==> src/include/adc_cfg_defines.svh <==
// constants for the converter gain and chop/detect configuration bank
`ifndef ADC_CFG_DEFINES_SVH
`define ADC_CFG_DEFINES_SVH

// printed register indices; byte address is four times the index
`define IDX_GAIN_LO        4'h4
`define IDX_GAIN_HI        4'h5
`define IDX_CFG            4'h6
`define IDX_TO_BYTE_SHIFT  2

// bus widths
`define ADDR_W             8
`define DATA_W             32
`define STRB_W             4
`define REG_W              16

// reset values
`define RST_GAIN           16'h0000
`define RST_CFG            16'h0600

// decoded quantities at reset: gain 1, chop wait 16, one threshold, length 128
`define RST_GAIN_FACTOR    8'h01
`define RST_CHOP_WAIT      17'h0_0010
`define RST_THRESH_HITS    8'h01
`define RST_MEAS_LEN       12'h080

// shortest chop wait, reached at code zero
`define CHOP_WAIT_MIN      17'h0_0002

// current-detect measurement length per code, in conversion periods
`define MEAS_LEN_0         12'h080
`define MEAS_LEN_1         12'h100
`define MEAS_LEN_2         12'h200
`define MEAS_LEN_3         12'h300
`define MEAS_LEN_4         12'h500
`define MEAS_LEN_5         12'h700
`define MEAS_LEN_6         12'ha00
`define MEAS_LEN_7         12'he00

// writable bits; everything else is reserved and held at zero
`define GAIN_WMASK         16'h7777
`define CFG_WMASK          16'h1fff

// field geometry
`define AMP_LVL_W          3
`define CHANNELS           8
`define CH_PER_GROUP       4

// bus responses
`define RESP_OKAY          2'b00
`define RESP_DECERR        2'b11

`endif

==> src/include/adc_cfg_pkg.sv <==
// types shared by the gain and configuration bank and its decoder
package adc_cfg_pkg;

  // one channel slot: reserved bit above a 3-bit gain selector
  typedef struct packed {
    logic       rsvd;
    logic [2:0] level;
  } amp_slot_t;

  // four channel slots; slot 0 sits in bits 3:0
  typedef amp_slot_t [3:0] gain_group_t;

  // chop and current-detect configuration word
  typedef struct packed {
    logic [2:0] rsvd;
    logic [3:0] chop_settle_delay;
    logic       chop_enable;
    logic       detect_all_channels;
    logic [2:0] detect_threshold_count;
    logic [2:0] detect_measure_length;
    logic       current_detect_enable;
  } cfg_reg_t;

  // decoded quantities for the analog and detect logic
  typedef struct packed {
    logic [7:0][7:0] gain_factor;
    logic [16:0]     chop_wait_cycles;
    logic [7:0]      detect_threshold_hits;
    logic [11:0]     detect_length_periods;
  } decoded_t;

  typedef enum logic [1:0] {
    WR_IDLE = 2'b01,
    WR_RESP = 2'b10
  } wr_state_t;

  typedef enum logic [1:0] {
    RD_IDLE = 2'b01,
    RD_DATA = 2'b10
  } rd_state_t;

  // whole state of the register bank
  typedef struct packed {
    wr_state_t   wst;
    rd_state_t   rst;
    logic        awready;
    logic        wready;
    logic        arready;
    logic [1:0]  bresp;
    logic [1:0]  rresp;
    logic [31:0] rdata;
    logic        aw_held;
    logic [7:0]  awaddr;
    logic        w_held;
    logic [31:0] wdata;
    logic [3:0]  wstrb;
    gain_group_t gain_lo;
    gain_group_t gain_hi;
    cfg_reg_t    cfg;
    decoded_t    dec;
  } bank_state_t;

endpackage

==> src/logic/adc_cfg_decode.sv <==
// decodes gain, chop delay and current-detect codes into plain quantities
`timescale 1ns/1ps
`include "adc_cfg_defines.svh"

module adc_cfg_decode
  import adc_cfg_pkg::*;
(
  input  wire gain_group_t gain_lo_in,
  input  wire gain_group_t gain_hi_in,
  input  wire cfg_reg_t    cfg_in,
  output decoded_t         decoded_out
);

  // two raised to a 3-bit code, 1 to 128
  function automatic logic [7:0] pow2_code(input logic [2:0] code);
    pow2_code = 8'h01 << code;
  endfunction

  // measurement length in conversion periods
  function automatic logic [11:0] measure_len(input logic [2:0] code);
    case (code)
      3'h0:    measure_len = `MEAS_LEN_0;
      3'h1:    measure_len = `MEAS_LEN_1;
      3'h2:    measure_len = `MEAS_LEN_2;
      3'h3:    measure_len = `MEAS_LEN_3;
      3'h4:    measure_len = `MEAS_LEN_4;
      3'h5:    measure_len = `MEAS_LEN_5;
      3'h6:    measure_len = `MEAS_LEN_6;
      default: measure_len = `MEAS_LEN_7;
    endcase
  endfunction

  // per-channel gain, chop wait and detect settings
  always_comb begin
    for (int i = 0; i < `CH_PER_GROUP; i++) begin
      decoded_out.gain_factor[i]                 = pow2_code(gain_lo_in[i].level);
      decoded_out.gain_factor[i + `CH_PER_GROUP] = pow2_code(gain_hi_in[i].level);
    end
    decoded_out.chop_wait_cycles = `CHOP_WAIT_MIN << cfg_in.chop_settle_delay;
    decoded_out.detect_threshold_hits = pow2_code(cfg_in.detect_threshold_count);
    decoded_out.detect_length_periods = measure_len(cfg_in.detect_measure_length);
  end

endmodule // adc_cfg_decode

==> src/logic/adc_cfg_regs.sv <==
// gain selector and chop/current-detect register bank behind an axi4-lite slave
//
// Overview of operation
// - The second gain register, channels four to seven, sits at index 5h and resets to zero.
// - Channels 0 to 3 occupy bits 2:0, 6:4, 10:8, 14:12 of the first, bits 3/7/11/15 reserved.
// - Channels 4 to 7 occupy bits 2:0, 6:4, 10:8, 14:12 of the second, same reserved bits.
// - A gain selector picks a gain of two to the code, 1 at 000b up to 128 at 111b.
// - The configuration register sits at index 06h, resets to 0600h, with the usual fields.
// - The chop delay code waits two to the code plus one modulator periods, 2 to 65536.
// - The threshold count code asks for two to the code exceeded thresholds, 1 to 128.
//
// Added by the designer: the AXI4-Lite interface to the registers.
`timescale 1ns/1ps
`include "adc_cfg_defines.svh"

module adc_cfg_regs
  import adc_cfg_pkg::*;
(
  input  wire logic                   mclk_in,
  input  wire logic                   reset_n_in,
  // write address channel
  input  wire logic                   s_awvalid_in,
  output logic                        s_awready_out,
  input  wire logic [`ADDR_W-1:0]     s_awaddr_in,
  // write data channel
  input  wire logic                   s_wvalid_in,
  output logic                        s_wready_out,
  input  wire logic [`DATA_W-1:0]     s_wdata_in,
  input  wire logic [`STRB_W-1:0]     s_wstrb_in,
  // write response channel
  output logic                        s_bvalid_out,
  input  wire logic                   s_bready_in,
  output logic [1:0]                  s_bresp_out,
  // read address channel
  input  wire logic                   s_arvalid_in,
  output logic                        s_arready_out,
  input  wire logic [`ADDR_W-1:0]     s_araddr_in,
  // read data channel
  output logic                        s_rvalid_out,
  input  wire logic                   s_rready_in,
  output logic [`DATA_W-1:0]          s_rdata_out,
  output logic [1:0]                  s_rresp_out,
  // raw fields towards the analog front end
  output logic [`CHANNELS-1:0][2:0]   amp_level_out,
  output cfg_reg_t                    cfg_out,
  // decoded quantities, one cycle behind the register fields
  output decoded_t                    decoded_out
);

  bank_state_t st_ff;
  bank_state_t nxt_st;
  decoded_t    dec_comb;

  // byte address of a printed register index
  function automatic logic [`ADDR_W-1:0] byte_addr(input logic [3:0] idx);
    byte_addr = {{(`ADDR_W-4){1'b0}}, idx} << `IDX_TO_BYTE_SHIFT;
  endfunction

  // merge a write into a 16-bit register by byte lane, reserved bits forced low
  function automatic logic [`REG_W-1:0] merge(
    input logic [`REG_W-1:0]  old_val,
    input logic [`DATA_W-1:0] data,
    input logic [`STRB_W-1:0] strb,
    input logic [`REG_W-1:0]  wmask
  );
    logic [`REG_W-1:0] val;
    val = old_val;
    if (strb[0]) begin
      val[7:0] = data[7:0];
    end
    if (strb[1]) begin
      val[15:8] = data[15:8];
    end
    merge = val & wmask;
  endfunction

  // known register address test
  function automatic logic addr_hit(input logic [`ADDR_W-1:0] addr);
    addr_hit = (addr == byte_addr(`IDX_GAIN_LO)) ||
               (addr == byte_addr(`IDX_GAIN_HI)) ||
               (addr == byte_addr(`IDX_CFG));
  endfunction

  // code to quantity decoding
  adc_cfg_decode u_decode (
    .gain_lo_in  (st_ff.gain_lo),
    .gain_hi_in  (st_ff.gain_hi),
    .cfg_in      (st_ff.cfg),
    .decoded_out (dec_comb)
  );

  // next-state logic of both bus halves and the registers
  always_comb begin
    logic [`ADDR_W-1:0] waddr;
    logic [`DATA_W-1:0] wdata;
    logic [`STRB_W-1:0] wstrb;
    logic [`REG_W-1:0]  rval;
    waddr  = '0;
    wdata  = '0;
    wstrb  = '0;
    rval   = '0;
    nxt_st = st_ff;

    // latch decoded quantities every cycle
    nxt_st.dec = dec_comb;

    // write address and data are taken independently, in either order
    if (s_awvalid_in && st_ff.awready) begin
      nxt_st.aw_held = 1'b1;
      nxt_st.awaddr  = s_awaddr_in;
    end
    if (s_wvalid_in && st_ff.wready) begin
      nxt_st.w_held = 1'b1;
      nxt_st.wdata  = s_wdata_in;
      nxt_st.wstrb  = s_wstrb_in;
    end

    // write state machine
    case (st_ff.wst)
      WR_IDLE: begin
        if (nxt_st.aw_held && nxt_st.w_held) begin
          waddr = nxt_st.awaddr;
          wdata = nxt_st.wdata;
          wstrb = nxt_st.wstrb;
          nxt_st.bresp = `RESP_OKAY;
          // address decode of the write
          if (waddr == byte_addr(`IDX_GAIN_LO)) begin
            nxt_st.gain_lo = merge(st_ff.gain_lo, wdata, wstrb, `GAIN_WMASK);
          end else if (waddr == byte_addr(`IDX_GAIN_HI)) begin
            nxt_st.gain_hi = merge(st_ff.gain_hi, wdata, wstrb, `GAIN_WMASK);
          end else if (waddr == byte_addr(`IDX_CFG)) begin
            nxt_st.cfg = merge(st_ff.cfg, wdata, wstrb, `CFG_WMASK);
          end else begin
            nxt_st.bresp = `RESP_DECERR; // unmapped write is dropped
          end
          nxt_st.aw_held = 1'b0;
          nxt_st.w_held  = 1'b0;
          nxt_st.wst     = WR_RESP;
        end
      end
      WR_RESP: begin
        if (s_bready_in) begin
          nxt_st.wst = WR_IDLE;
        end
      end
      default: begin
        nxt_st.wst = WR_IDLE;
      end
    endcase

    // each channel is ready while it holds nothing itself and no response pends
    nxt_st.awready = !nxt_st.aw_held && (nxt_st.wst == WR_IDLE);
    nxt_st.wready  = !nxt_st.w_held && (nxt_st.wst == WR_IDLE);

    // read state machine
    case (st_ff.rst)
      RD_IDLE: begin
        if (s_arvalid_in && st_ff.arready) begin
          nxt_st.rresp = `RESP_OKAY;
          // address decode of the read; reserved bits are never stored
          if (s_araddr_in == byte_addr(`IDX_GAIN_LO)) begin
            rval = st_ff.gain_lo & `GAIN_WMASK;
          end else if (s_araddr_in == byte_addr(`IDX_GAIN_HI)) begin
            rval = st_ff.gain_hi & `GAIN_WMASK;
          end else if (s_araddr_in == byte_addr(`IDX_CFG)) begin
            rval = st_ff.cfg & `CFG_WMASK;
          end else begin
            nxt_st.rresp = `RESP_DECERR;
          end
          nxt_st.rdata   = {{(`DATA_W-`REG_W){1'b0}}, rval};
          nxt_st.arready = 1'b0;
          nxt_st.rst     = RD_DATA;
        end
      end
      RD_DATA: begin
        if (s_rready_in) begin
          nxt_st.arready = 1'b1;
          nxt_st.rst     = RD_IDLE;
        end
      end
      default: begin
        nxt_st.rst = RD_IDLE;
      end
    endcase
  end

  // state register with documented reset values
  always_ff @(posedge mclk_in or negedge reset_n_in) begin
    if (!reset_n_in) begin
      st_ff.wst     <= WR_IDLE;
      st_ff.rst     <= RD_IDLE;
      st_ff.awready <= 1'b1;
      st_ff.wready  <= 1'b1;
      st_ff.arready <= 1'b1;
      st_ff.bresp   <= `RESP_OKAY;
      st_ff.rresp   <= `RESP_OKAY;
      st_ff.rdata   <= 32'h0000_0000;
      st_ff.aw_held <= 1'b0;
      st_ff.awaddr  <= 8'h00;
      st_ff.w_held  <= 1'b0;
      st_ff.wdata   <= 32'h0000_0000;
      st_ff.wstrb   <= 4'h0;
      st_ff.gain_lo <= `RST_GAIN;
      st_ff.gain_hi <= `RST_GAIN;
      st_ff.cfg     <= `RST_CFG;
      // decoded defaults: gain 1, chop wait 16, one threshold, length 128
      st_ff.dec.gain_factor           <= {`CHANNELS{`RST_GAIN_FACTOR}};
      st_ff.dec.chop_wait_cycles      <= `RST_CHOP_WAIT;
      st_ff.dec.detect_threshold_hits <= `RST_THRESH_HITS;
      st_ff.dec.detect_length_periods <= `RST_MEAS_LEN;
    end else begin
      st_ff <= nxt_st;
    end
  end

  // bus outputs straight from the state register
  assign s_awready_out = st_ff.awready;
  assign s_wready_out  = st_ff.wready;
  assign s_bvalid_out  = st_ff.wst[1];
  assign s_bresp_out   = st_ff.bresp;
  assign s_arready_out = st_ff.arready;
  assign s_rvalid_out  = st_ff.rst[1];
  assign s_rdata_out   = st_ff.rdata;
  assign s_rresp_out   = st_ff.rresp;

  // field outputs, channel 0 to 3 from the low group, 4 to 7 from the high
  always_comb begin
    for (int i = 0; i < `CH_PER_GROUP; i++) begin
      amp_level_out[i]                 = st_ff.gain_lo[i].level;
      amp_level_out[i + `CH_PER_GROUP] = st_ff.gain_hi[i].level;
    end
  end

  assign cfg_out     = st_ff.cfg;
  assign decoded_out = st_ff.dec;

endmodule // adc_cfg_regs

==> config.mk <==
export PLATFORM = sky130hd
export DESIGN_NAME = adc_cfg_regs
export DESIGN_NICKNAME = d
export VERILOG_FILES = /design/src/include/adc_cfg_pkg.sv /design/src/logic/adc_cfg_decode.sv /design/src/logic/adc_cfg_regs.sv
export VERILOG_INCLUDE_DIRS = /design/src /design/src/include
export SDC_FILE = /design/constraint.sdc
export NUM_CORES = 1
export LEC_CHECK = 0
export BUFFER_PORTS_ARGS = -buffer_cell sky130_fd_sc_hd__buf_2
export CAP_MARGIN = 10
export CORE_AREA = 2 2 146 148
export CTS_CLUSTER_SIZE = 10
export DETAILED_ROUTE_END_ITERATION = 8
export DIE_AREA = 0 0 148 150
export GPL_TIMING_DRIVEN = 1
export PLACE_DENSITY_LB_ADDON = 0.1
export SYNTH_ARGS = -nofsm -noshare
export SYNTH_HDL_FRONTEND = slang
export SYNTH_SLANG_ARGS = --single-unit
==> constraint.sdc <==
create_clock -name mclk_in -period 2.7 [get_ports mclk_in]
set_input_delay 0.27 -clock mclk_in [delete_from_list [all_inputs] [get_ports mclk_in]]
set_output_delay 0.27 -clock mclk_in [all_outputs]
set_load 0.02 [all_outputs]
==> summary.md <==
| Metric | Value |
|---|---|
| Final Core Density | 43.3% |
| Ys Warns | 0 |
| Site row count | 53 |
| Detailed placement HPWL | 11,800 µm |
| Num CTS Buffers | 17 |
| Fmax | 409 MHz |
| # resized after CTS | 0 |
| # DRC | 0 |
| IO Port Bufs | 193 |
| Antenna-violating nets left | 0 |
| Area of the multi-input gates | 2330 µm² |
| CTS max path bufs | 2 |
| Mapped Area | 8300 µm² |
| Worst-path clk slew | 0.07 ns |
| Vias per Instance | 4.59 |
| CP Launch Type | flop |
| Req. time, crit path | 3.01 ns |
| Share of cells above drive strength 1 | 43.6% |
| TritonRoute pass-1 iters | 4 |
| Final wirelength | 17,000 µm |
| Hold path cells | 3 |
| Clock root cell | clkbuf_16 |
| Global-route wire length before repair | 26,500 µm |
| Cell Int Power | 5290 µW |
| CTS Sinks | 181 |
| Pin count of the biggest net entering global routing | 74 |
| Final hold violations | 0 |
| Worst-path fanout max | 7 |
| Worst IR Drop VDD | 0.468 mV |
| Overall Global Routing Usage | 15.6% |
| Post-synth EDFFs | 0 |
| H-tree lvl count | 4 |
| Routability cong. | 0.787 |
| Reg2Reg Depth | 4 |
| Setup CP Type | reg -> reg |
| Initial DRC count | 162 |
| Clk Latency, worst-skew pair | 0.43 ns |
| Synth unique cells | 44 |
| Wire per inst | 16.5 µm |
| Core area | 20,700 µm² |
| Fin Setup TNS | 0 ns |
| Setup violators final | 0 |
| Worst-Margin Slew | 0.883 ns |
| Die ar. | 22,200 µm² |
| Max-cap viol count | 0 |
| RSZ-0062 raised after global routing | no |
| Clock share of power | 31.3% |
| Vias in the first global route | 4,683 |
| Max_slew headroom | 41.2% |
| Arrival @ worst endpoint | 2.75 ns |
| Commonest register cell after synthesis | dfrtp_1 |
| CP endpoint kind | flop |
| Synth async-reset ratio | 100% |
| Die height | 150 µm |
| Post-synthesis average cell area | 11.7 µm² |
| Gr ovfl total | 0 |
| Fillers | 1,980 |
| Combinational share of power | 22.3% |
| Cts hold-fix bufs | 1 |
| Initial Utilization | 40.1% |
| Mapped Cells | 706 |
| CTS tree | built |
| Antenna Cells | 0 |
| Hold WS | 0.0536 ns |
| Area grow syn2layout | 7.89% |
| P_leak | 0.00473 µW |
| Cell Pwr Density | 871 nW/µm² |
| Die X | 148 µm |
| Net Sw Frac | 32.1% |
| Reg power frac | 46.3% |
| Final period util | 90.5% |
| I/O pin count | 241 |
| Hold/Removal Path Class | in -> reg |
| Total Nets Final | 803 |
| Flops & latches, synth | 181 |
| Setup bufs post-CTS | 0 |
| Sequential cell area | 4550 µm² |
| Outcome | finished clean |
| Max Clock Skew | 0.0103 ns |
| Sw Pwr | 2510 µW |
| Vias post-DR | 4,731 |
| Post-route minimum period | 2.44 ns |
| Initial antenna violation count | 1 |
| Sequential fraction of the synthesis area | 54.9% |
| Slew Viols, Final | 0 |
-- power by group through the flow --
stage / Combinational [µW] / Clock [µW] / Sequential [µW]
2_1_floorplan: 1690 / 0 / 3480
3_3_place_gp: 1730 / 0 / 3640
3_5_place_dp: 1760 / 0 / 3670
4_1_cts: 1770 / 2510 / 3620
5_1_grt: 1910 / 2620 / 3700
6_report: 1740 / 2440 / 3610
-- metal layers --
layer / up-vias / track usage [%] / routed length, µm
li1: 2225 / - / -
met1: 2341 / 21.5 / 7710
met2: 137 / 24.4 / 8130
met3: 26 / 3.54 / 838
met4: 2 / 5.29 / 266
met5: - / 0 / 13
-- through the flow --
stage | std cells | worst slack [ns] | power (µW) | instance area (µm²)
after floorplan | 733 | 0.391 | 5170 | 8400
after global placement | 997 | 0.305 | 5370 | 8360
after detailed placement | 997 | 0.242 | 5420 | 8360
after CTS | 1030 | 0.227 | 7900 | 8950
after global routing | 1030 | 0.131 | 8230 | 8950
final | 1030 | 0.257 | 7790 | 8950
-- final timing paths --
kind,start,end,slack [ns]
min in group asynchronous,reset_n_in,decoded_out[38],0.41
worst max register to register,s_awready_out,cfg_out[8],0.26
worst min register to register,s_rdata_out[6],s_rdata_out[6],0.48
worst max-delay path,s_awready_out,cfg_out[8],0.26
worst min-delay path,s_awaddr_in[6],st_ff[192],0.05
max in group asynchronous,reset_n_in,decoded_out[77],1.45
-- synthesized netlist by cell type (3+ instances only) --
cell	instances	area share [%]
buf_4	178	16
dfrtp_1	163	49
mux2_2	62	8.4
nand2_1	51	2.3
clkbuf_1	38	1.7
nor3b_1	27	2.4
nor2_1	25	1.1
dfstp_2	18	5.7
nor3_1	18	1.1
o21ai_0	18	1.1
and3b_1	17	1.8
a22oi_1	10	0.90
inv_1	10	0.45
and3_1	9	0.68
nand2b_1	7	0.53
a2111oi_4	5	1.7
a21oi_1	5	0.30
and2_1	4	0.30
mux2i_1	4	0.48
nor4_1	3	0.23
-- cells in the final DEF, fill, tap and decap left out, types with 3 or more instances in the layout --
master      netlist  final
dfrtp_1         163    163
a21oi_1           5      5
and3_1            9      9
and3b_1          17     17
conb_1            1     28
nand2_1          51     51
and2_1            4      4
dfstp_2          18     18
buf_4           178     13
nor2_1           25     25
nor3b_1          27     27
clkinv_4          0      3
clkbuf_16         0     17
a22oi_1          10     10
clkbuf_1         38      3
inv_1            10     10
mux2i_1           4      4
clkinvlp_4        0      4
a2111oi_4         5      5
o21ai_0          18     18
nor3_1           18     18
nand2b_1          7      7
buf_2             2    192
mux2_2           62     62
-- area by class of cell --
| class | count | share of cell area (%) |
|---|---|---|
| multi-input combinational | 324 | 26.1 |
| clock buffer | 21 | 5.03 |
| clock inverter | 11 | 1.45 |
| timing repair buffer | 208 | 12.3 |
| inverter | 10 | 0.419 |
| sequential | 181 | 50.9 |
| tap | 275 | 3.84 |
-- registers in the layout, summed over array words and instances, names as in the netlist --
signal	cells
s_wready_out	1
s_rdata_out	15
s_rresp_out	1
s_awready_out	1
cfg_out	13
amp_level_out	24
s_bresp_out	1
s_rvalid_out	1
decoded_out	93
st_ff	29
s_arready_out	1
s_bvalid_out	1
-- worst max-delay path: stages (launching register included) --
cell and delay [ns]:
dfstp_2 0.58, and2_1 0.25, nand4b_2 0.40, a2111oi_4 0.68, mux2_2 0.40
-- logic make-up after synthesis --
| group | Yosys count | share of synthesized area (%) |
|---|---|---|
| buf+inv | 228 | 18.4 |
| flops | 181 | 54.9 |
| simple gates | 173 | 11.9 |
| mux | 66 | 8.90 |
| compound gates | 55 | 5.60 |
| fa+ha+maj | 2 | 0.302 |
| other cells | 1 | 0.0452 |
No activity file was read; power rests on OpenSTA's default activity.
